`src/design/emd_pkg.sv`:
```
`default_nettype none
// Shared definitions for both ends of the MAC data link.
package emd_pkg;

    // Interface modes; code 2'b10 is never used.
    typedef enum logic [1:0] {
        EMD_MII = 2'b00,
        EMD_RMII = 2'b01,
        EMD_SER = 2'b11
    } emd_mode_type;

    // Device start-up phases.
    typedef enum logic {
        EMD_ST_STRAP = 1'b0,
        EMD_ST_RUN = 1'b1
    } emd_phase_type;

    // Width of the clock generator half-period counter.
    localparam int EMD_CW = 8;
    // System clock period in ns.
    localparam int EMD_CLK_SYS_NS = 40;
    // Link clock periods in ns, as printed.
    localparam int EMD_MII100_NS = 40;
    localparam int EMD_MII10_NS = 400;
    localparam int EMD_SER_NS = 100;
    // Half periods in system cycles, rounded down, never below one.
    localparam logic [7:0] EMD_MII100_HALF = (EMD_MII100_NS / (2 *
        EMD_CLK_SYS_NS)) < 1 ? 8'h01 : 8'(EMD_MII100_NS / (2 * EMD_CLK_SYS_NS));
    localparam logic [7:0] EMD_MII10_HALF = (EMD_MII10_NS / (2 *
        EMD_CLK_SYS_NS)) < 1 ? 8'h01 : 8'(EMD_MII10_NS / (2 * EMD_CLK_SYS_NS));
    localparam logic [7:0] EMD_SER_HALF = (EMD_SER_NS / (2 *
        EMD_CLK_SYS_NS)) < 1 ? 8'h01 : 8'(EMD_SER_NS / (2 * EMD_CLK_SYS_NS));
    // The reference cannot run at its true rate off a 25 MHz clock, so it
    // is slowed to leave room for the device's input synchroniser.
    localparam logic [7:0] EMD_RMII_REF_HALF = 8'h04;
    // Cycles waited after reset before the straps are taken.
    localparam logic [1:0] EMD_STRAP_WAIT = 2'h2;
    // Pattern folded into receive data on a line error.
    localparam logic [3:0] EMD_RX_CORRUPT = 4'hF;

    // Index of the last beat of a nibble in each mode.
    function automatic logic [1:0] emd_last(input emd_mode_type m);
        unique case (m)
            EMD_MII: return 2'h0;
            EMD_RMII: return 2'h1;
            EMD_SER: return 2'h3;
            default: return 2'h0;
        endcase
    endfunction

    // Lane bits of a nibble for the current beat, low bits first.
    function automatic logic [3:0] emd_lane(input emd_mode_type m,
                                            input logic [3:0] d);
        unique case (m)
            EMD_MII: return d;
            EMD_RMII: return {2'h0, d[1:0]};
            EMD_SER: return {3'h0, d[0]};
            default: return d;
        endcase
    endfunction

    // Drop the lane just sent.
    function automatic logic [3:0] emd_shift(input emd_mode_type m,
                                             input logic [3:0] d);
        unique case (m)
            EMD_MII: return d;
            EMD_RMII: return {2'h0, d[3:2]};
            EMD_SER: return {1'h0, d[3:1]};
            default: return d;
        endcase
    endfunction

    // Gather one lane into a nibble, first lane ending lowest.
    function automatic logic [3:0] emd_pack(input emd_mode_type m,
                                            input logic [3:0] acc,
                                            input logic [3:0] d);
        unique case (m)
            EMD_MII: return d;
            EMD_RMII: return {d[1:0], acc[3:2]};
            EMD_SER: return {d[0], acc[3:1]};
            default: return d;
        endcase
    endfunction

endpackage
`default_nettype wire

```
`src/design/emd_if.sv`:
```
`timescale 1ns/10ps
`default_nettype none
// Pins between the transceiver and the MAC.
interface emd_if;
    logic tx_clk; // Transmit clock from the device.
    logic tx_en; // Transmit enable from the MAC.
    logic [3:0] txd; // Transmit data from the MAC.
    logic rx_clk; // Receive clock from the device.
    logic rx_dv; // Receive data valid.
    logic rx_er; // Receive error.
    logic [3:0] rxd; // Receive data.
    logic crs; // Carrier sense, or carrier and valid combined.
    logic ref_clock_in; // Shared reference, made by the MAC side.

    // Device end.
    modport dev (
        output tx_clk, rx_clk, rx_dv, rx_er, rxd, crs,
        input tx_en, txd, ref_clock_in
    );

    // MAC end.
    modport mac (
        input tx_clk, rx_clk, rx_dv, rx_er, rxd, crs,
        output tx_en, txd, ref_clock_in
    );
endinterface
`default_nettype wire

```
`src/design/emd_clkgen.sv`:
```
`timescale 1ns/10ps
`default_nettype none
// Divided square wave with one-cycle pulses on each edge of it.
module emd_clkgen #(
    parameter int CW = 8
) (
    // Clock, reset and enable.
    input wire logic clk,
    input wire logic rst_n,
    input wire logic ce,
    // Control.
    input wire logic run,
    input wire logic [CW-1:0] half,
    // Outputs, all registered.
    output logic level,
    output logic rise,
    output logic fall
);

    typedef struct packed {
        logic [CW-1:0] cnt; // Cycles spent in this half period.
        logic level; // Clock level.
        logic rise; // Level went high at this edge.
        logic fall; // Level went low at this edge.
    } emd_gen_type;

    emd_gen_type s;
    emd_gen_type next_s;

    // Stopped generator parks low so a stop never leaves a stray high.
    always_comb begin
        next_s = s;
        next_s.rise = 1'b0;
        next_s.fall = 1'b0;
        if (!run) begin
            next_s.cnt = '0;
            next_s.level = 1'b0;
        end else if (s.cnt >= half - 1'b1) begin
            next_s.cnt = '0;
            next_s.level = !s.level;
            next_s.rise = !s.level;
            next_s.fall = s.level;
        end else begin
            next_s.cnt = s.cnt + 1'b1;
        end
    end

    // State register, frozen while the enable is low.
    always_ff @(posedge clk or negedge rst_n) begin
        if (!rst_n) begin
            s <= '0;
        end else if (ce) begin
            s <= next_s;
        end
    end

    assign level = s.level;
    assign rise = s.rise;
    assign fall = s.fall;

endmodule
`default_nettype wire

```
`src/design/emd_phy_dev.sv`:
```
`timescale 1ns/10ps
`default_nettype none
module emd_phy_dev
    import emd_pkg::*;
#(
    parameter logic [7:0] MII100_HALF = EMD_MII100_HALF,
    parameter logic [7:0] MII10_HALF = EMD_MII10_HALF,
    parameter logic [7:0] SER_HALF = EMD_SER_HALF
) (
    // System clock, reset and enable.
    input wire logic CLK_SYS,
    input wire logic RSTN,
    input wire logic CE,
    // Mode straps, pins outside this clock domain.
    input wire logic STRAP_RMII,
    input wire logic STRAP_SERIAL,
    // Line status.
    input wire logic SPEED_100,
    input wire logic LINE_CARRIER,
    // Received nibbles from the line decoder.
    input wire logic LINE_RX_VALID,
    input wire logic LINE_RX_ERR,
    input wire logic [3:0] LINE_RX_DATA,
    output logic LINE_RX_TAKE,
    // Transmitted nibbles to the line encoder.
    output logic [3:0] LINE_TX_DATA,
    output logic LINE_TX_VALID,
    output logic LINE_TX_ACTIVE,
    // Latched interface mode.
    output emd_mode_type MODE,
    // Link pins.
    emd_if.dev link
);

    typedef struct packed {
        logic [1:0] strap_s1; // Strap synchroniser, first stage.
        logic [1:0] strap_s2; // Strap synchroniser, second stage.
        logic ref_s1; // Reference synchroniser, first stage.
        logic ref_s2; // Reference synchroniser, second stage.
        logic ref_prev; // Reference one cycle older, for edge finding.
        emd_phase_type phase; // Start-up phase.
        logic [1:0] wait_cnt; // Cycles since reset release.
        emd_mode_type mode; // Interface mode.
        logic [3:0] rxd; // Driven receive lanes.
        logic rx_dv; // Driven receive valid.
        logic rx_er; // Driven receive error.
        logic crs; // Driven carrier sense pin.
        logic [3:0] rx_sh; // Lanes still to send.
        logic [1:0] rx_cnt; // Beats left in the nibble.
        logic rx_take; // Line nibble consumed pulse.
        logic [3:0] tx_sh; // Lanes gathered so far.
        logic [1:0] tx_cnt; // Beats gathered so far.
        logic [3:0] tx_data; // Last whole transmit nibble.
        logic tx_valid; // Whole transmit nibble pulse.
        logic tx_active; // Transmit enable seen at the last beat.
    } emd_dev_type;

    emd_dev_type s;
    emd_dev_type next_s;
    logic clk_run;
    logic [7:0] clk_half;
    logic tx_clk_q;
    logic rx_clk_q;
    logic tx_rise;
    logic rx_rise;
    logic ref_rise;
    logic tx_beat;
    logic rx_beat;
    logic fast;
    logic rx_act;
    logic rx_bad;
    logic [3:0] rx_word;

    // Straps pick the mode; both straps rest low for MII.
    function automatic emd_mode_type strap_mode(input logic [1:0] st);
        if (st[1]) begin
            return EMD_SER;
        end else if (st[0]) begin
            return EMD_RMII;
        end else begin
            return EMD_MII;
        end
    endfunction

    // Clock pins run only in the modes that own them.
    assign clk_run = (s.phase == EMD_ST_RUN) &&
        (s.mode != EMD_RMII);
    // Serial mode has one fixed rate; MII follows the line speed.
    assign clk_half = (s.mode == EMD_SER) ? SER_HALF :
        (SPEED_100 ? MII100_HALF : MII10_HALF);

    // Transmit clock generator.
    emd_clkgen #(.CW(EMD_CW)) u_tx_clk (
        .clk(CLK_SYS),
        .rst_n(RSTN),
        .ce(CE),
        .run(clk_run),
        .half(clk_half),
        .level(tx_clk_q),
        .rise(tx_rise),
        .fall()
    );

    // Receive clock generator; the recovered clock is modelled as a
    // second divider locked to the same rate, with no phase drift.
    emd_clkgen #(.CW(EMD_CW)) u_rx_clk (
        .clk(CLK_SYS),
        .rst_n(RSTN),
        .ce(CE),
        .run(clk_run),
        .half(clk_half),
        .level(rx_clk_q),
        .rise(rx_rise),
        .fall()
    );

    // Reference edge found on the second stage only.
    assign ref_rise = s.ref_s2 && !s.ref_prev;
    // In RMII both directions step on the reference.
    assign tx_beat = (s.mode == EMD_RMII) ? ref_rise : tx_rise;
    assign rx_beat = (s.mode == EMD_RMII) ? ref_rise : rx_rise;
    // Serial mode is always the slow rate.
    assign fast = SPEED_100 && (s.mode != EMD_SER);
    // Serial frames on carrier, the others on receive valid.
    assign rx_act = (s.mode == EMD_SER) ? LINE_CARRIER : LINE_RX_VALID;
    // Errors count only inside a packet at the fast rate.
    assign rx_bad = LINE_RX_ERR && LINE_RX_VALID && fast;
    // Spoiled data keeps a MAC that ignores the error pin safe.
    assign rx_word = rx_bad ? (LINE_RX_DATA ^ EMD_RX_CORRUPT) :
        LINE_RX_DATA;

    // Start-up, then receive lanes out and transmit lanes in.
    always_comb begin
        next_s = s;
        next_s.rx_take = 1'b0;
        next_s.tx_valid = 1'b0;
        next_s.strap_s1 = {STRAP_SERIAL, STRAP_RMII};
        next_s.strap_s2 = s.strap_s1;
        next_s.ref_s1 = link.ref_clock_in;
        next_s.ref_s2 = s.ref_s1;
        next_s.ref_prev = s.ref_s2;
        unique case (s.phase)
            EMD_ST_STRAP: begin
                // Wait for the synchroniser to fill before trusting it.
                if (s.wait_cnt == EMD_STRAP_WAIT) begin
                    next_s.phase = EMD_ST_RUN;
                    next_s.mode = strap_mode(s.strap_s2);
                end else begin
                    next_s.wait_cnt = s.wait_cnt + 2'h1;
                end
            end
            EMD_ST_RUN: begin
                // Mode is not touched here, so it holds until reset.
                if (rx_beat) begin
                    if (s.rx_cnt == 2'h0) begin
                        // Start a nibble only while the frame is live.
                        next_s.rx_take = rx_act;
                        next_s.rx_sh = emd_shift(s.mode, rx_word);
                        next_s.rx_cnt = rx_act ? emd_last(s.mode) : 2'h0;
                        next_s.rxd = rx_act ?
                            emd_lane(s.mode, rx_word) : 4'h0;
                        // Serial mode leaves valid and error low.
                        next_s.rx_dv = LINE_RX_VALID &&
                            (s.mode != EMD_SER);
                        next_s.rx_er = rx_bad && (s.mode != EMD_SER);
                    end else begin
                        // Later lanes of the same nibble.
                        next_s.rxd = emd_lane(s.mode, s.rx_sh);
                        next_s.rx_sh = emd_shift(s.mode, s.rx_sh);
                        next_s.rx_cnt = s.rx_cnt - 2'h1;
                    end
                    // RMII folds valid into the carrier pin.
                    next_s.crs = LINE_CARRIER ||
                        ((s.mode == EMD_RMII) && next_s.rx_dv);
                end
                if (tx_beat) begin
                    next_s.tx_active = link.tx_en;
                    if (link.tx_en) begin
                        next_s.tx_sh = emd_pack(s.mode, s.tx_sh,
                            link.txd);
                        if (s.tx_cnt == emd_last(s.mode)) begin
                            next_s.tx_data = next_s.tx_sh;
                            next_s.tx_valid = 1'b1;
                            next_s.tx_cnt = 2'h0;
                        end else begin
                            next_s.tx_cnt = s.tx_cnt + 2'h1;
                        end
                    end else begin
                        // A partial nibble at frame end is dropped.
                        next_s.tx_cnt = 2'h0;
                    end
                end
            end
        endcase
    end

    // State register; asynchronous reset to constants only.
    always_ff @(posedge CLK_SYS or negedge RSTN) begin
        if (!RSTN) begin
            s <= '0;
        end else if (CE) begin
            s <= next_s;
        end
    end

    assign link.tx_clk = tx_clk_q;
    assign link.rx_clk = rx_clk_q;
    assign link.rxd = s.rxd;
    assign link.rx_dv = s.rx_dv;
    assign link.rx_er = s.rx_er;
    assign link.crs = s.crs;
    assign LINE_RX_TAKE = s.rx_take;
    assign LINE_TX_DATA = s.tx_data;
    assign LINE_TX_VALID = s.tx_valid;
    assign LINE_TX_ACTIVE = s.tx_active;
    assign MODE = s.mode;

endmodule
`default_nettype wire

```
`src/flat_wrapper.sv`:
```
// flat-port wrapper written by rule: the top's interface ports become plain ports
module emd_phy_dev_flat import emd_pkg::*;
#(
    parameter logic [7:0] MII100_HALF = EMD_MII100_HALF,
    parameter logic [7:0] MII10_HALF = EMD_MII10_HALF,
    parameter logic [7:0] SER_HALF = EMD_SER_HALF
)
  (CLK_SYS, RSTN, CE, STRAP_RMII, STRAP_SERIAL, SPEED_100, LINE_CARRIER, LINE_RX_VALID, LINE_RX_ERR, LINE_RX_DATA, LINE_RX_TAKE, LINE_TX_DATA, LINE_TX_VALID, LINE_TX_ACTIVE, MODE, link_tx_clk, link_rx_clk, link_rx_dv, link_rx_er, link_rxd, link_crs, link_tx_en, link_txd, link_ref_clock_in);
  emd_if link_i ();
  input wire logic CLK_SYS;
  input wire logic RSTN;
  input wire logic CE;
  input wire logic STRAP_RMII;
  input wire logic STRAP_SERIAL;
  input wire logic SPEED_100;
  input wire logic LINE_CARRIER;
  input wire logic LINE_RX_VALID;
  input wire logic LINE_RX_ERR;
  input wire logic [3:0] LINE_RX_DATA;
  output logic LINE_RX_TAKE;
  output logic [3:0] LINE_TX_DATA;
  output logic LINE_TX_VALID;
  output logic LINE_TX_ACTIVE;
  output emd_mode_type MODE;
  output wire logic [$bits(link_i.tx_clk)-1:0] link_tx_clk;
  output wire logic [$bits(link_i.rx_clk)-1:0] link_rx_clk;
  output wire logic [$bits(link_i.rx_dv)-1:0] link_rx_dv;
  output wire logic [$bits(link_i.rx_er)-1:0] link_rx_er;
  output wire logic [$bits(link_i.rxd)-1:0] link_rxd;
  output wire logic [$bits(link_i.crs)-1:0] link_crs;
  input wire logic [$bits(link_i.tx_en)-1:0] link_tx_en;
  input wire logic [$bits(link_i.txd)-1:0] link_txd;
  input wire logic [$bits(link_i.ref_clock_in)-1:0] link_ref_clock_in;
  assign link_tx_clk = link_i.tx_clk;
  assign link_rx_clk = link_i.rx_clk;
  assign link_rx_dv = link_i.rx_dv;
  assign link_rx_er = link_i.rx_er;
  assign link_rxd = link_i.rxd;
  assign link_crs = link_i.crs;
  assign link_i.tx_en = link_tx_en;
  assign link_i.txd = link_txd;
  assign link_i.ref_clock_in = link_ref_clock_in;
  emd_phy_dev #(.MII100_HALF(MII100_HALF), .MII10_HALF(MII10_HALF), .SER_HALF(SER_HALF)) u_core (.CLK_SYS(CLK_SYS), .RSTN(RSTN), .CE(CE), .STRAP_RMII(STRAP_RMII), .STRAP_SERIAL(STRAP_SERIAL), .SPEED_100(SPEED_100), .LINE_CARRIER(LINE_CARRIER), .LINE_RX_VALID(LINE_RX_VALID), .LINE_RX_ERR(LINE_RX_ERR), .LINE_RX_DATA(LINE_RX_DATA), .LINE_RX_TAKE(LINE_RX_TAKE), .LINE_TX_DATA(LINE_TX_DATA), .LINE_TX_VALID(LINE_TX_VALID), .LINE_TX_ACTIVE(LINE_TX_ACTIVE), .MODE(MODE), .link(link_i));
endmodule
```
`config.mk`:
```
export PLATFORM = sky130hd
export DESIGN_NAME = emd_phy_dev_flat
export DESIGN_NICKNAME = d
export VERILOG_FILES = /design/src/design/emd_pkg.sv /design/src/design/emd_if.sv /design/src/design/emd_clkgen.sv /design/src/design/emd_phy_dev.sv /design/src/flat_wrapper.sv
export SDC_FILE = /design/constraint.sdc
export NUM_CORES = 1
export LEC_CHECK = 0
export ABC_AREA = 0
export BUFFER_PORTS_ARGS = -buffer_cell sky130_fd_sc_hd__buf_2
export CAP_MARGIN = 10
export CORE_UTILIZATION = 30
export DETAILED_ROUTE_END_ITERATION = 7
export HOLD_SLACK_MARGIN = 0.12
export PLACE_DENSITY_LB_ADDON = 0.2
export SETUP_SLACK_MARGIN = 0.2
export SYNTH_ARGS = -nofsm -noshare
export SYNTH_HDL_FRONTEND = slang
export SYNTH_HIERARCHICAL = 1
export SYNTH_SLANG_ARGS = --single-unit
```
`constraint.sdc`:
```
create_clock -name CLK_SYS -period 7.29 [get_ports CLK_SYS]
set_clock_uncertainty 0.1 [all_clocks]
set_input_delay 0 -clock CLK_SYS [delete_from_list [all_inputs] [get_ports CLK_SYS]]
set_output_delay 0 -clock CLK_SYS [all_outputs]
set_load 0.03 [all_outputs]
```
## Word level (Yosys, flattened, before mapping)

Index checks and enable logic that the tools add are counted.

- Mux-type cells: 45
- Reduce and logical (&&, ||, !) cells: 24
- Add/subtract/negate cells: 6
- Bitwise logic cells: 3
- Magnitude comparators: 2
- Equal/unequal tests: 9

Operators with widths:

| kind | count |
|---|---|
| case mux 4 bit (2 select lines) | 5 |
| two-way mux 2 bit | 14 |
| two-way mux 8 bit | 3 |
| two-way mux 9 bit | 2 |
| adder 8 x 1 -> 8 bit (second input constant) | 2 |
| >= comparator 8 bit | 2 |
| two-way mux 4 bit | 4 |
| two-way mux 5 bit | 3 |
| two-way mux 13 bit | 1 |
| two-way mux 12 bit | 1 |
| AND reduction 3 bit | 4 |
| AND reduction 4 bit | 3 |
| two-way mux 3 bit | 3 |
| logical AND 1 bit | 8 |
| subtractor 8 x 1 -> 8 bit (second input constant) | 1 |
| two-way mux 1 bit | 7 |
| two-way mux 6 bit | 1 |
| inequality test 2 x 1 -> 1 bit (second input constant) | 3 |
| AND reduction 5 bit | 1 |
| adder 2 x 1 -> 2 bit (second input constant) | 2 |
| == test 2 bit (second input constant) | 2 |
| inverter 4 bit | 1 |
| case mux 2 bit (2 select lines) | 1 |
| AND reduction 2 bit | 2 |
| 10 further kinds | 13 |

- Input port bits: 19
- Register bits after elaboration: 58
- Output and inout port bits: 18
- Logic and storage cells: 115

## Longest topological paths before layout

Gate-level depths: netlist of run 1.

- Depth in word-level cells: 10
- Gate-level depth with buffers: 13
- Mapped depth without buffers: 11

## Modules after synthesis

Netlist of run 1, hierarchy kept.

Modules (own cells, without submodules):

| module | seq. area each (sq um) | times used | cells an instance | area an instance (sq um) |
|---|---|---|---|---|
| emd_phy_dev | 925.9 | 1 | 195 | 2088.3 |
| emd_clkgen | 275.3 | 2 | 96 | 843.3 |

## Worst setup path after synthesis of run 1

No wires, ideal clock.

- Path kind: register to register
- Start: register u_core.s (netlist bit u_core/MODE[1])
- End: register u_core/u_rx_clk/s[9] in the netlist's numbering
- Required time: 7.089 ns
- Path buffers: 2
- Cell stages (with the launch flop): 12
- Slack: 4.458 ns
- Data arrival time: 2.632 ns
- Library setup time: 0.101 ns
- Clock period less this slack: 2.832 ns
- Path through: dfrtp_1 -> buf_4 -> and2_1 -> clkbuf_1 -> nor2_1 -> xnor2_1 -> ha_1 -> a211oi_2 -> o21ai_2 -> a211oi_4 -> nand2_2 -> o311ai_2

- Cells in the longest elaborated chain, start to end: 6
- Elaborated cells between the ends (all ways): 8
- Those cells by class: add/sub (1); order compare (1); eq/ne (2); mux (3); reduce/logical (1)

RTL lines:

| item | line | text |
|---|---|---|
| start, declared | emd_phy_dev.sv:58 | `emd_dev_type s;` |
| start signal, assigned | emd_phy_dev.sv:202 | `s <= next_s;` |
| == test 2 bit | emd_phy_dev.sv:89 | `assign clk_half = (s.mode == EMD_SER) ? SER_HALF :` |
| two-way mux 8 bit | emd_phy_dev.sv:89 |  |
| net u_core.clk_half[2] | emd_phy_dev.sv:61 | `logic [7:0] clk_half;` |
| subtractor 8 x 1 -> 8 bit | emd_clkgen.sv:38 | `end else if (s.cnt >= half - 1'b1) begin` |
| >= comparator 8 bit | emd_clkgen.sv:38 |  |
| two-way mux 8 bit | emd_clkgen.sv:38 |  |
| two-way mux 9 bit | emd_clkgen.sv:35 | `if (!run) begin` |
| end signal, assigned | emd_clkgen.sv:53 | `s <= next_s;` |
| end, declared | emd_clkgen.sv:27 | `emd_gen_type s;` |

The timed path passes the listed nets, and every way through them passes these cells.
A chain may end at the register's enable or synchronous reset.

## Worst setup path in the final report of run 1

- Start: register u_core.s (netlist bit u_core/MODE[0])
- End: register u_core/u_tx_clk/s[9] in the netlist's numbering

- Cells in the longest elaborated chain, start to end: 6
- Elaborated cells between the ends (all ways): 8
- Those cells by class: add/sub (1); order compare (1); eq/ne (2); mux (3); reduce/logical (1)

RTL lines:

| item | line |
|---|---|
| == test 2 bit | emd_phy_dev.sv:89 |
| two-way mux 8 bit | emd_phy_dev.sv:89 |
| net u_core.clk_half[2] | emd_phy_dev.sv:61 |
| subtractor 8 x 1 -> 8 bit | emd_clkgen.sv:38 |
| >= comparator 8 bit | emd_clkgen.sv:38 |
| two-way mux 8 bit | emd_clkgen.sv:38 |
| two-way mux 9 bit | emd_clkgen.sv:35 |
| end signal, assigned | emd_clkgen.sv:53 |
| end, declared | emd_clkgen.sv:27 |

The timed path passes the listed nets, and every way through them passes these cells.

==> report_table.html, run 1 <==
<table>
<tr><th>Metric</th><th>Value</th></tr>
<tr><th colspan="2">Run status</th></tr>
<tr><td>Result of the run</td><td>finished, final reports clean</td></tr>
<tr><th colspan="2">Cells and area</th></tr>
<tr><td>Growth of design area from synthesis to finish</td><td>22.9%</td></tr>
<tr><td>Design Area, Final</td><td>4540 um2</td></tr>
<tr><td>Most common cell after layout, fill and taps aside</td><td>sky130_fd_sc_hd__dfrtp_1</td></tr>
<tr><td>Non-filler cells, final</td><td>610</td></tr>
<tr><td>Sequential Area</td><td>1430 um2</td></tr>
<tr><td>Post-layout nets</td><td>499</td></tr>
<tr><td>Post-layout utilization of the core</td><td>37.8%</td></tr>
<tr><td>Final-layout fill cell count</td><td>1,235</td></tr>
<tr><td>Area occupied by multi-input gates</td><td>2170 um2</td></tr>
<tr><td>Share of post-route cells with drive strength above 1</td><td>19.2%</td></tr>
<tr><td>Top library cells by usage in the layout, fill and taps aside</td><td>sky130_fd_sc_hd__dfrtp_1 (57), sky130_fd_sc_hd__conb_1 (38), sky130_fd_sc_hd__buf_2 (36)</td></tr>
<tr><td>Number of antenna diodes</td><td>0</td></tr>
<tr><th colspan="2">Setup path</th></tr>
<tr><td>Critical path type</td><td>reg -&gt; reg</td></tr>
<tr><td>Crit end category</td><td>register</td></tr>
<tr><td>CP max FO</td><td>25</td></tr>
<tr><td>Sequence of cells on the critical path</td><td>and2_1 &gt; nor2_1 &gt; xnor2_1 &gt; ha_1 &gt; a211oi_2 &gt; o21ai_2 &gt; a211oi_4 &gt; nand2_2 &gt; o311ai_2</td></tr>
<tr><td>Setup slack, reg-to-reg</td><td>4010 ps</td></tr>
<tr><td>Worst-case reg-to-reg path depth</td><td>9</td></tr>
<tr><td>Required time worst endpoint</td><td>7420 ps</td></tr>
<tr><td>Arrival @ worst endpoint</td><td>3410 ps</td></tr>
<tr><td>Critical-path top delay cell</td><td>sky130_fd_sc_hd__dfrtp_1</td></tr>
<tr><td>Slowest stage delay, CP</td><td>660 ps</td></tr>
<tr><td>Kind of launch point of the worst setup path</td><td>register</td></tr>
<tr><th colspan="2">Place</th></tr>
<tr><td>Total placed cells including tap cells</td><td>577</td></tr>
<tr><td>Placement Setup Slack</td><td>4020 ps</td></tr>
<tr><td>Half-perimeter wire length after placement</td><td>5640 um</td></tr>
<tr><td>PortBufs</td><td>36</td></tr>
<tr><td>Cell area after placement</td><td>4060 um2</td></tr>
<tr><td>Final Wtd Congestion</td><td>0.771</td></tr>
<tr><th colspan="2">Clocking</th></tr>
<tr><td>Sinks on Clock Net</td><td>57</td></tr>
<tr><td>Clock-pin slew on the worst setup and hold paths</td><td>50 ps</td></tr>
<tr><td>TritonCTS clock tree</td><td>yes</td></tr>
<tr><td>Inserted Clock Buffers</td><td>9</td></tr>
<tr><td>Root Buffer Master</td><td>sky130_fd_sc_hd__clkbuf_16</td></tr>
<tr><td>Maximum count of clock buffers along a single path</td><td>2</td></tr>
<tr><td>Number of gates resized after cts</td><td>0</td></tr>
<tr><td>H-tree depth</td><td>3</td></tr>
<tr><td>Latest clock arrival within the worst-skew pair</td><td>330 ps</td></tr>
<tr><th colspan="2">GRT</th></tr>
<tr><td>Initial antenna violation count</td><td>0</td></tr>
<tr><td>Largest net degree at the start of global routing</td><td>58</td></tr>
<tr><td>Total gr overflow</td><td>0</td></tr>
<tr><td>Gr usage total</td><td>14.1%</td></tr>
<tr><td>Vias in the first global route</td><td>2,867</td></tr>
<tr><td>Global-route wire length before repair</td><td>14,100 um</td></tr>
<tr><th colspan="2">Drt</th></tr>
<tr><td>Final wirelength</td><td>8080 um</td></tr>
<tr><td>WL per Instance</td><td>13.2 um</td></tr>
<tr><td>Number of DRC violations after detailed-routing iteration 0</td><td>112</td></tr>
<tr><td>Vias after detailed routing</td><td>2,855</td></tr>
<tr><td>Antenna Violating Nets Remaining</td><td>0</td></tr>
<tr><td>DR vias/cell</td><td>4.68</td></tr>
<tr><td>First drt pass iteration count</td><td>4</td></tr>
<tr><td># DRC</td><td>0</td></tr>
<tr><th colspan="2">Floorplan</th></tr>
<tr><td>Standard cell core area</td><td>12,000 um2</td></tr>
<tr><td>Die boundary height</td><td>113 um</td></tr>
<tr><td>Row count</td><td>40</td></tr>
<tr><td>Io pins</td><td>37</td></tr>
<tr><td>Effective utilization at floorplan</td><td>30.7%</td></tr>
<tr><td>Die width</td><td>113 um</td></tr>
<tr><td>Die ar.</td><td>12,800 um2</td></tr>
<tr><th colspan="2">Synthesis</th></tr>
<tr><td>Per-instance average area after synthesis</td><td>9.74 um2</td></tr>
<tr><td>Synth Warn #</td><td>6</td></tr>
<tr><td>Cells after synthesis</td><td>379</td></tr>
<tr><td>Synth Cell Area</td><td>3690 um2</td></tr>
<tr><th colspan="2">STA</th></tr>
<tr><td>Min Hold Slack</td><td>189 ps</td></tr>
<tr><td>Post-layout min period</td><td>3280 ps</td></tr>
<tr><td>Final setup slack of the worst path</td><td>4010 ps</td></tr>
<tr><td>Max-slew violation total from the final report</td><td>0</td></tr>
<tr><td>Final setup violation count</td><td>0</td></tr>
<tr><td>Max transition margin</td><td>48.7%</td></tr>
<tr><td>Final sum of negative setup slack</td><td>0 ps</td></tr>
<tr><td>Hold violation count in the final report</td><td>0</td></tr>
<tr><td>Crit share post-route</td><td>45.0%</td></tr>
<tr><td>Transition time of the tightest slew-check pin</td><td>770 ps</td></tr>
<tr><td>Unrepaired setup endpoints after global routing</td><td>no</td></tr>
<tr><td>Maximum operating frequency</td><td>305 MHz</td></tr>
<tr><th colspan="2">Run</th></tr>
<tr><td>Max-Cap Viols</td><td>0</td></tr>
<tr><th colspan="2">Pwr</th></tr>
<tr><td>Total leakage power</td><td>2.09 nW</td></tr>
<tr><td>VDD IR max</td><td>0.000114 V</td></tr>
<tr><td>Power density over the cells</td><td>348 nW/um2</td></tr>
<tr><td>Power Total</td><td>1.58 mW</td></tr>
<tr><th colspan="2">Min path</th></tr>
<tr><td>Path type of the worst min-delay path</td><td>in -&gt; reg</td></tr>
<tr><td>WHS Path Cells</td><td>4</td></tr>
</table>
-- path summary, 6_finish.rpt --
check	startpoint	end
worst min-delay path	CE	u_core/u_tx_clk/s[6]$_DFFE_PN0P_
min in group asynchronous	RSTN	u_core/link.rx_er$_DFFE_PN0P_
worst max-delay path	u_core/MODE[0]$_DFFE_PN0P_	u_core/u_tx_clk/s[9]$_DFFE_PN0P_
worst max register to register	u_core/MODE[0]$_DFFE_PN0P_	u_core/u_tx_clk/s[9]$_DFFE_PN0P_
max in group asynchronous	RSTN	u_core/u_rx_clk/s[4]$_DFFE_PN0P_
worst min register to register	u_core/s[28]$_DFFE_PN0P_	u_core/s[28]$_DFFE_PN0P_
-- cell type report --
cell class / count / share of cell area (%)
clock buffers: 12 / 5.65
clock inverters: 3 / 0.882
inverters: 24 / 1.98
multi-input cells: 311 / 47.7
flip-flops and latches: 57 / 31.4
well taps: 147 / 4.05
repair buffers: 56 / 8.27
-- metal layers --
metal | GRT usage [%] | share of wire, % | vias up
li1 | - | - | 1470
met1 | 17.7 | 48 | 1328
met2 | 23.0 | 47 | 51
met3 | 5.20 | 3.8 | 6
met4 | 3.42 | 0.92 | 0
met5 | 0 | 0 | -
-- sequential cells by signal (all words and copies together) (netlist names), 2 cells and up --
signal / count
u_core/s: 17
u_core/link.rxd: 4
u_core/u_tx_clk/s: 8
u_core/u_rx_clk/s: 8
u_core/LINE_TX_DATA: 4
u_core/next_s: 4
u_core/MODE: 2
-- power breakdown --
part / internal [mW] / total (mW) / switching, mW
clock network: 0.280 / 0.424 / 0.145
logic: 0.260 / 0.653 / 0.393
registers: 0.408 / 0.503 / 0.0953
-- worst max-delay path: cells and delay by family, from the launching register on --
family	cells	cell delay, ps
compound gates	4	1020
xor+xnor	1	150
fa+ha+maj	1	320
flops	1	660
simple gates	3	920
-- what timing repair did --
item | 4_1_cts | 5_1_grt
endpoints found under the hold margin | 81 | 0
hold buffers | 18 | 0
buffers inserted | 0 | 0
Note: power is estimated with default switching activity, not from simulation.
==> run 2, diff against run 1 <==
- ABC_AREA: 0 -> 1
- clock period: 7.29 -> 2.64 ns (I/O delays scaled with it)
==> report_table.html, run 2 <==
<table>
<tr><th>Metric</th><th>Value</th></tr>
<tr><th colspan="2">Run status</th></tr>
<tr><td>Result of the run</td><td>finished, final reports clean</td></tr>
<tr><th colspan="2">Cells and area</th></tr>
<tr><td>Flip-flop count of the largest register, all copies and words added</td><td>17 (unchanged)</td></tr>
<tr><td>Share of post-route cells with drive strength above 1</td><td>15.4% (-3.8 points)</td></tr>
<tr><td>Register bank with the most flops</td><td>u_core/s</td></tr>
<tr><td>Design Area, Final</td><td>4570 um2 (+0.63%)</td></tr>
<tr><td>Non-filler cells, final</td><td>702 (+15%)</td></tr>
<tr><td>Post-layout nets</td><td>594 (+19%)</td></tr>
<tr><td>Final-layout fill cell count</td><td>1,167 (-5.5%)</td></tr>
<tr><td>Growth of design area from synthesis to finish</td><td>25.0%</td></tr>
<tr><td>Top Registers</td><td>u_core/s: 17 flops, u_core/u_rx_clk/s: 8 flops, u_core/u_tx_clk/s: 8 flops</td></tr>
<tr><td>Post-layout utilization of the core</td><td>39.2% (+1.4 points)</td></tr>
<tr><td>Number of antenna diodes</td><td>0 (unchanged)</td></tr>
<tr><td>Top library cells by usage in the layout, fill and taps aside</td><td>sky130_fd_sc_hd__nand2_1 (126), sky130_fd_sc_hd__inv_1 (61), sky130_fd_sc_hd__dfrtp_1 (57)</td></tr>
<tr><td>Most common cell after layout, fill and taps aside</td><td>sky130_fd_sc_hd__nand2_1</td></tr>
<tr><th colspan="2">Setup path</th></tr>
<tr><td>Worst-case reg-to-reg path depth</td><td>8 (-1)</td></tr>
<tr><td>Critical path type</td><td>reg -&gt; reg</td></tr>
<tr><td>Crit path launch</td><td>u_core/MODE[0]$_DFFE_PN0P_</td></tr>
<tr><td>Crit end category</td><td>register</td></tr>
<tr><td>CP max FO</td><td>14 (-44%)</td></tr>
<tr><td>Arrival @ worst endpoint</td><td>2240 ps (-1170 ps)</td></tr>
<tr><td>Required time worst endpoint</td><td>2740 ps (-4680 ps)</td></tr>
<tr><td>Kind of launch point of the worst setup path</td><td>register</td></tr>
<tr><td>Capturing point of the worst reg2reg path</td><td>u_core/link.rxd[0]$_DFFE_PN0P_</td></tr>
<tr><td>Critical register-to-register path startpoint</td><td>u_core/MODE[0]$_DFFE_PN0P_</td></tr>
<tr><td>Setup slack, reg-to-reg</td><td>490 ps (-3520 ps)</td></tr>
<tr><th colspan="2">Floorplan</th></tr>
<tr><td>Io pins</td><td>37 (unchanged)</td></tr>
<tr><td>Row count</td><td>39 (-2.5%)</td></tr>
<tr><td>Effective utilization at floorplan</td><td>31.3% (+0.59 points)</td></tr>
<tr><td>Die width</td><td>112 um (-0.52%)</td></tr>
<tr><td>Die boundary height</td><td>112 um (-0.52%)</td></tr>
<tr><td>Standard cell core area</td><td>11,700 um2 (-2.9%)</td></tr>
<tr><td>Die ar.</td><td>12,600 um2 (-1.0%)</td></tr>
<tr><th colspan="2">STA</th></tr>
<tr><td>Final setup slack of the worst path</td><td>493 ps (-3520 ps)</td></tr>
<tr><td>Maximum operating frequency</td><td>466 MHz (+53%)</td></tr>
<tr><td>Final setup violation count</td><td>0 (unchanged)</td></tr>
<tr><td>Unrepaired setup endpoints after global routing</td><td>no</td></tr>
<tr><td>Transition time of the tightest slew-check pin</td><td>848 ps (+78.8 ps)</td></tr>
<tr><td>Min Hold Slack</td><td>168 ps (-21.7 ps)</td></tr>
<tr><td>Post-layout min period</td><td>2150 ps (-1130 ps)</td></tr>
<tr><td>Max transition margin</td><td>43.3% (-5.4 points)</td></tr>
<tr><td>Max-slew violation total from the final report</td><td>0 (unchanged)</td></tr>
<tr><td>Hold violation count in the final report</td><td>0 (unchanged)</td></tr>
<tr><td>Final sum of negative setup slack</td><td>0 ps (unchanged)</td></tr>
<tr><td>Crit share post-route</td><td>81.3% (+36 points)</td></tr>
<tr><th colspan="2">GRT</th></tr>
<tr><td>Initial antenna violation count</td><td>0 (unchanged)</td></tr>
<tr><td>Gr usage total</td><td>13.6% (-0.51 points)</td></tr>
<tr><td>Global-route wire length before repair</td><td>13,900 um (-1.4%)</td></tr>
<tr><td>Vias in the first global route</td><td>2,961 (+3.3%)</td></tr>
<tr><td>Largest net degree at the start of global routing</td><td>28 (-52%)</td></tr>
<tr><td>Total gr overflow</td><td>0 (unchanged)</td></tr>
<tr><th colspan="2">Clocking</th></tr>
<tr><td>TritonCTS clock tree</td><td>yes</td></tr>
<tr><td>Buffer count from post-CTS setup fixing</td><td>0 (unchanged)</td></tr>
<tr><td>Inserted Clock Buffers</td><td>9 (unchanged)</td></tr>
<tr><td>H-tree depth</td><td>3 (unchanged)</td></tr>
<tr><td>Root Buffer Master</td><td>sky130_fd_sc_hd__clkbuf_16</td></tr>
<tr><td>Clock-pin slew on the worst setup and hold paths</td><td>60 ps (about the same)</td></tr>
<tr><td>Maximum count of clock buffers along a single path</td><td>2 (unchanged)</td></tr>
<tr><td>Sinks on Clock Net</td><td>57 (unchanged)</td></tr>
<tr><td>Latest clock arrival within the worst-skew pair</td><td>320 ps (about the same)</td></tr>
<tr><th colspan="2">Place</th></tr>
<tr><td>Final Wtd Congestion</td><td>0.819 (+6.3%)</td></tr>
<tr><td>Placement Setup Slack</td><td>327 ps (-3690 ps)</td></tr>
<tr><td>Total placed cells including tap cells</td><td>661 (+15%)</td></tr>
<tr><td>Cell area after placement</td><td>4010 um2 (-1.2%)</td></tr>
<tr><td>Half-perimeter wire length after placement</td><td>5930 um (+5.2%)</td></tr>
<tr><td>PortBufs</td><td>36 (unchanged)</td></tr>
<tr><th colspan="2">Drt</th></tr>
<tr><td>WL per Instance</td><td>11.3 um (-15%)</td></tr>
<tr><td>Number of DRC violations after detailed-routing iteration 0</td><td>170 (+52%)</td></tr>
<tr><td>Antenna Violating Nets Remaining</td><td>0 (unchanged)</td></tr>
<tr><td># DRC</td><td>0 (unchanged)</td></tr>
<tr><td>Final wirelength</td><td>7910 um (-2.1%)</td></tr>
<tr><td>DR vias/cell</td><td>4.39 (-6.3%)</td></tr>
<tr><td>First drt pass iteration count</td><td>4 (unchanged)</td></tr>
<tr><td>Vias after detailed routing</td><td>3,080 (+7.9%)</td></tr>
<tr><th colspan="2">Synthesis</th></tr>
<tr><td>Synth Cell Area</td><td>3650 um2 (-1.1%)</td></tr>
<tr><td>Synth Warn #</td><td>6 (unchanged)</td></tr>
<tr><td>Cells after synthesis</td><td>469 (+24%)</td></tr>
<tr><td>Per-instance average area after synthesis</td><td>7.79 um2 (-20%)</td></tr>
<tr><th colspan="2">Run</th></tr>
<tr><td>Max-Cap Viols</td><td>0 (unchanged)</td></tr>
<tr><th colspan="2">Pwr</th></tr>
<tr><td>Total leakage power</td><td>2.31 nW (+11%)</td></tr>
<tr><td>VDD IR max</td><td>0.000340 V (+200%)</td></tr>
<tr><td>Power Total</td><td>3.59 mW (+130%)</td></tr>
<tr><td>Power density over the cells</td><td>785 nW/um2 (+130%)</td></tr>
<tr><th colspan="2">Min path</th></tr>
<tr><td>Path type of the worst min-delay path</td><td>in -&gt; async</td></tr>
</table>
run 2: critical path: stages (launching register included):
cell                            delay [ps]
sky130_fd_sc_hd__dfrtp_1               480
sky130_fd_sc_hd__nand2_1               120
sky130_fd_sc_hd__buf_4                 210
sky130_fd_sc_hd__nand2_1               140
sky130_fd_sc_hd__nor2_1                160
sky130_fd_sc_hd__nand2_1                80
sky130_fd_sc_hd__dlygate4sd3_1         550
sky130_fd_sc_hd__nand4_1               110
sky130_fd_sc_hd__nand3_1                70
run 2: power breakdown:
| group | internal, mW | switching (mW) | leakage (nW) | total [mW] |
|---|---|---|---|---|
| Sequential | 1.11 | 0.201 | 0.710 | 1.31 |
| Combinational | 0.437 | 0.697 | 1.46 | 1.13 |
| Clock | 0.733 | 0.411 | 0.139 | 1.14 |
| Total | 2.28 | 1.31 | 2.31 | 3.59 |
run 2: area by class of cell:
| cell class | instances | area [um2] | share of cell area, % |
|---|---|---|---|
| flip-flops and latches | 57 | 1430 | 31.2 |
| clock inverters | 6 | 67.6 | 1.48 |
| inverters | 68 | 255 | 5.59 |
| clock buffers | 10 | 229 | 5.01 |
| multi-input cells | 351 | 1940 | 42.4 |
| well taps | 143 | 179 | 3.92 |
| repair buffers | 67 | 475 | 10.4 |
run 2: repair_timing:
| action | CTS | global route |
|---|---|---|
| resized for setup | 0 | 2 |
| hold buffers | 25 | 0 |
| setup endpoints to repair | 0 | 19 |
| hold endpoints to repair | 84 | 0 |
run 2: layer usage:
layer | GRT usage [%] | vias up | share of wire, %
li1 | - | 1637 | -
met1 | 18.9 | 1400 | 51
met2 | 21.4 | 41 | 45
met3 | 2.59 | 2 | 2.7
met4 | 4.09 | 0 | 0.63
met5 | 0 | - | 0
run 2: worst max path at each step:
stage                                       end  slack (ps)  depth (start not counted)
2_1_floorplan  u_core/u_rx_clk/s[5]$_DFFE_PN0P_         440                         14
3_3_place_gp   u_core/u_rx_clk/s[5]$_DFFE_PN0P_         380                         14
3_5_place_dp   u_core/u_rx_clk/s[7]$_DFFE_PN0P_         330                         14
4_1_cts        u_core/u_rx_clk/s[7]$_DFFE_PN0P_         280                         14
5_1_grt        u_core/u_rx_clk/s[7]$_DFFE_PN0P_         230                         14
6_report         u_core/link.rxd[0]$_DFFE_PN0P_         490                          8
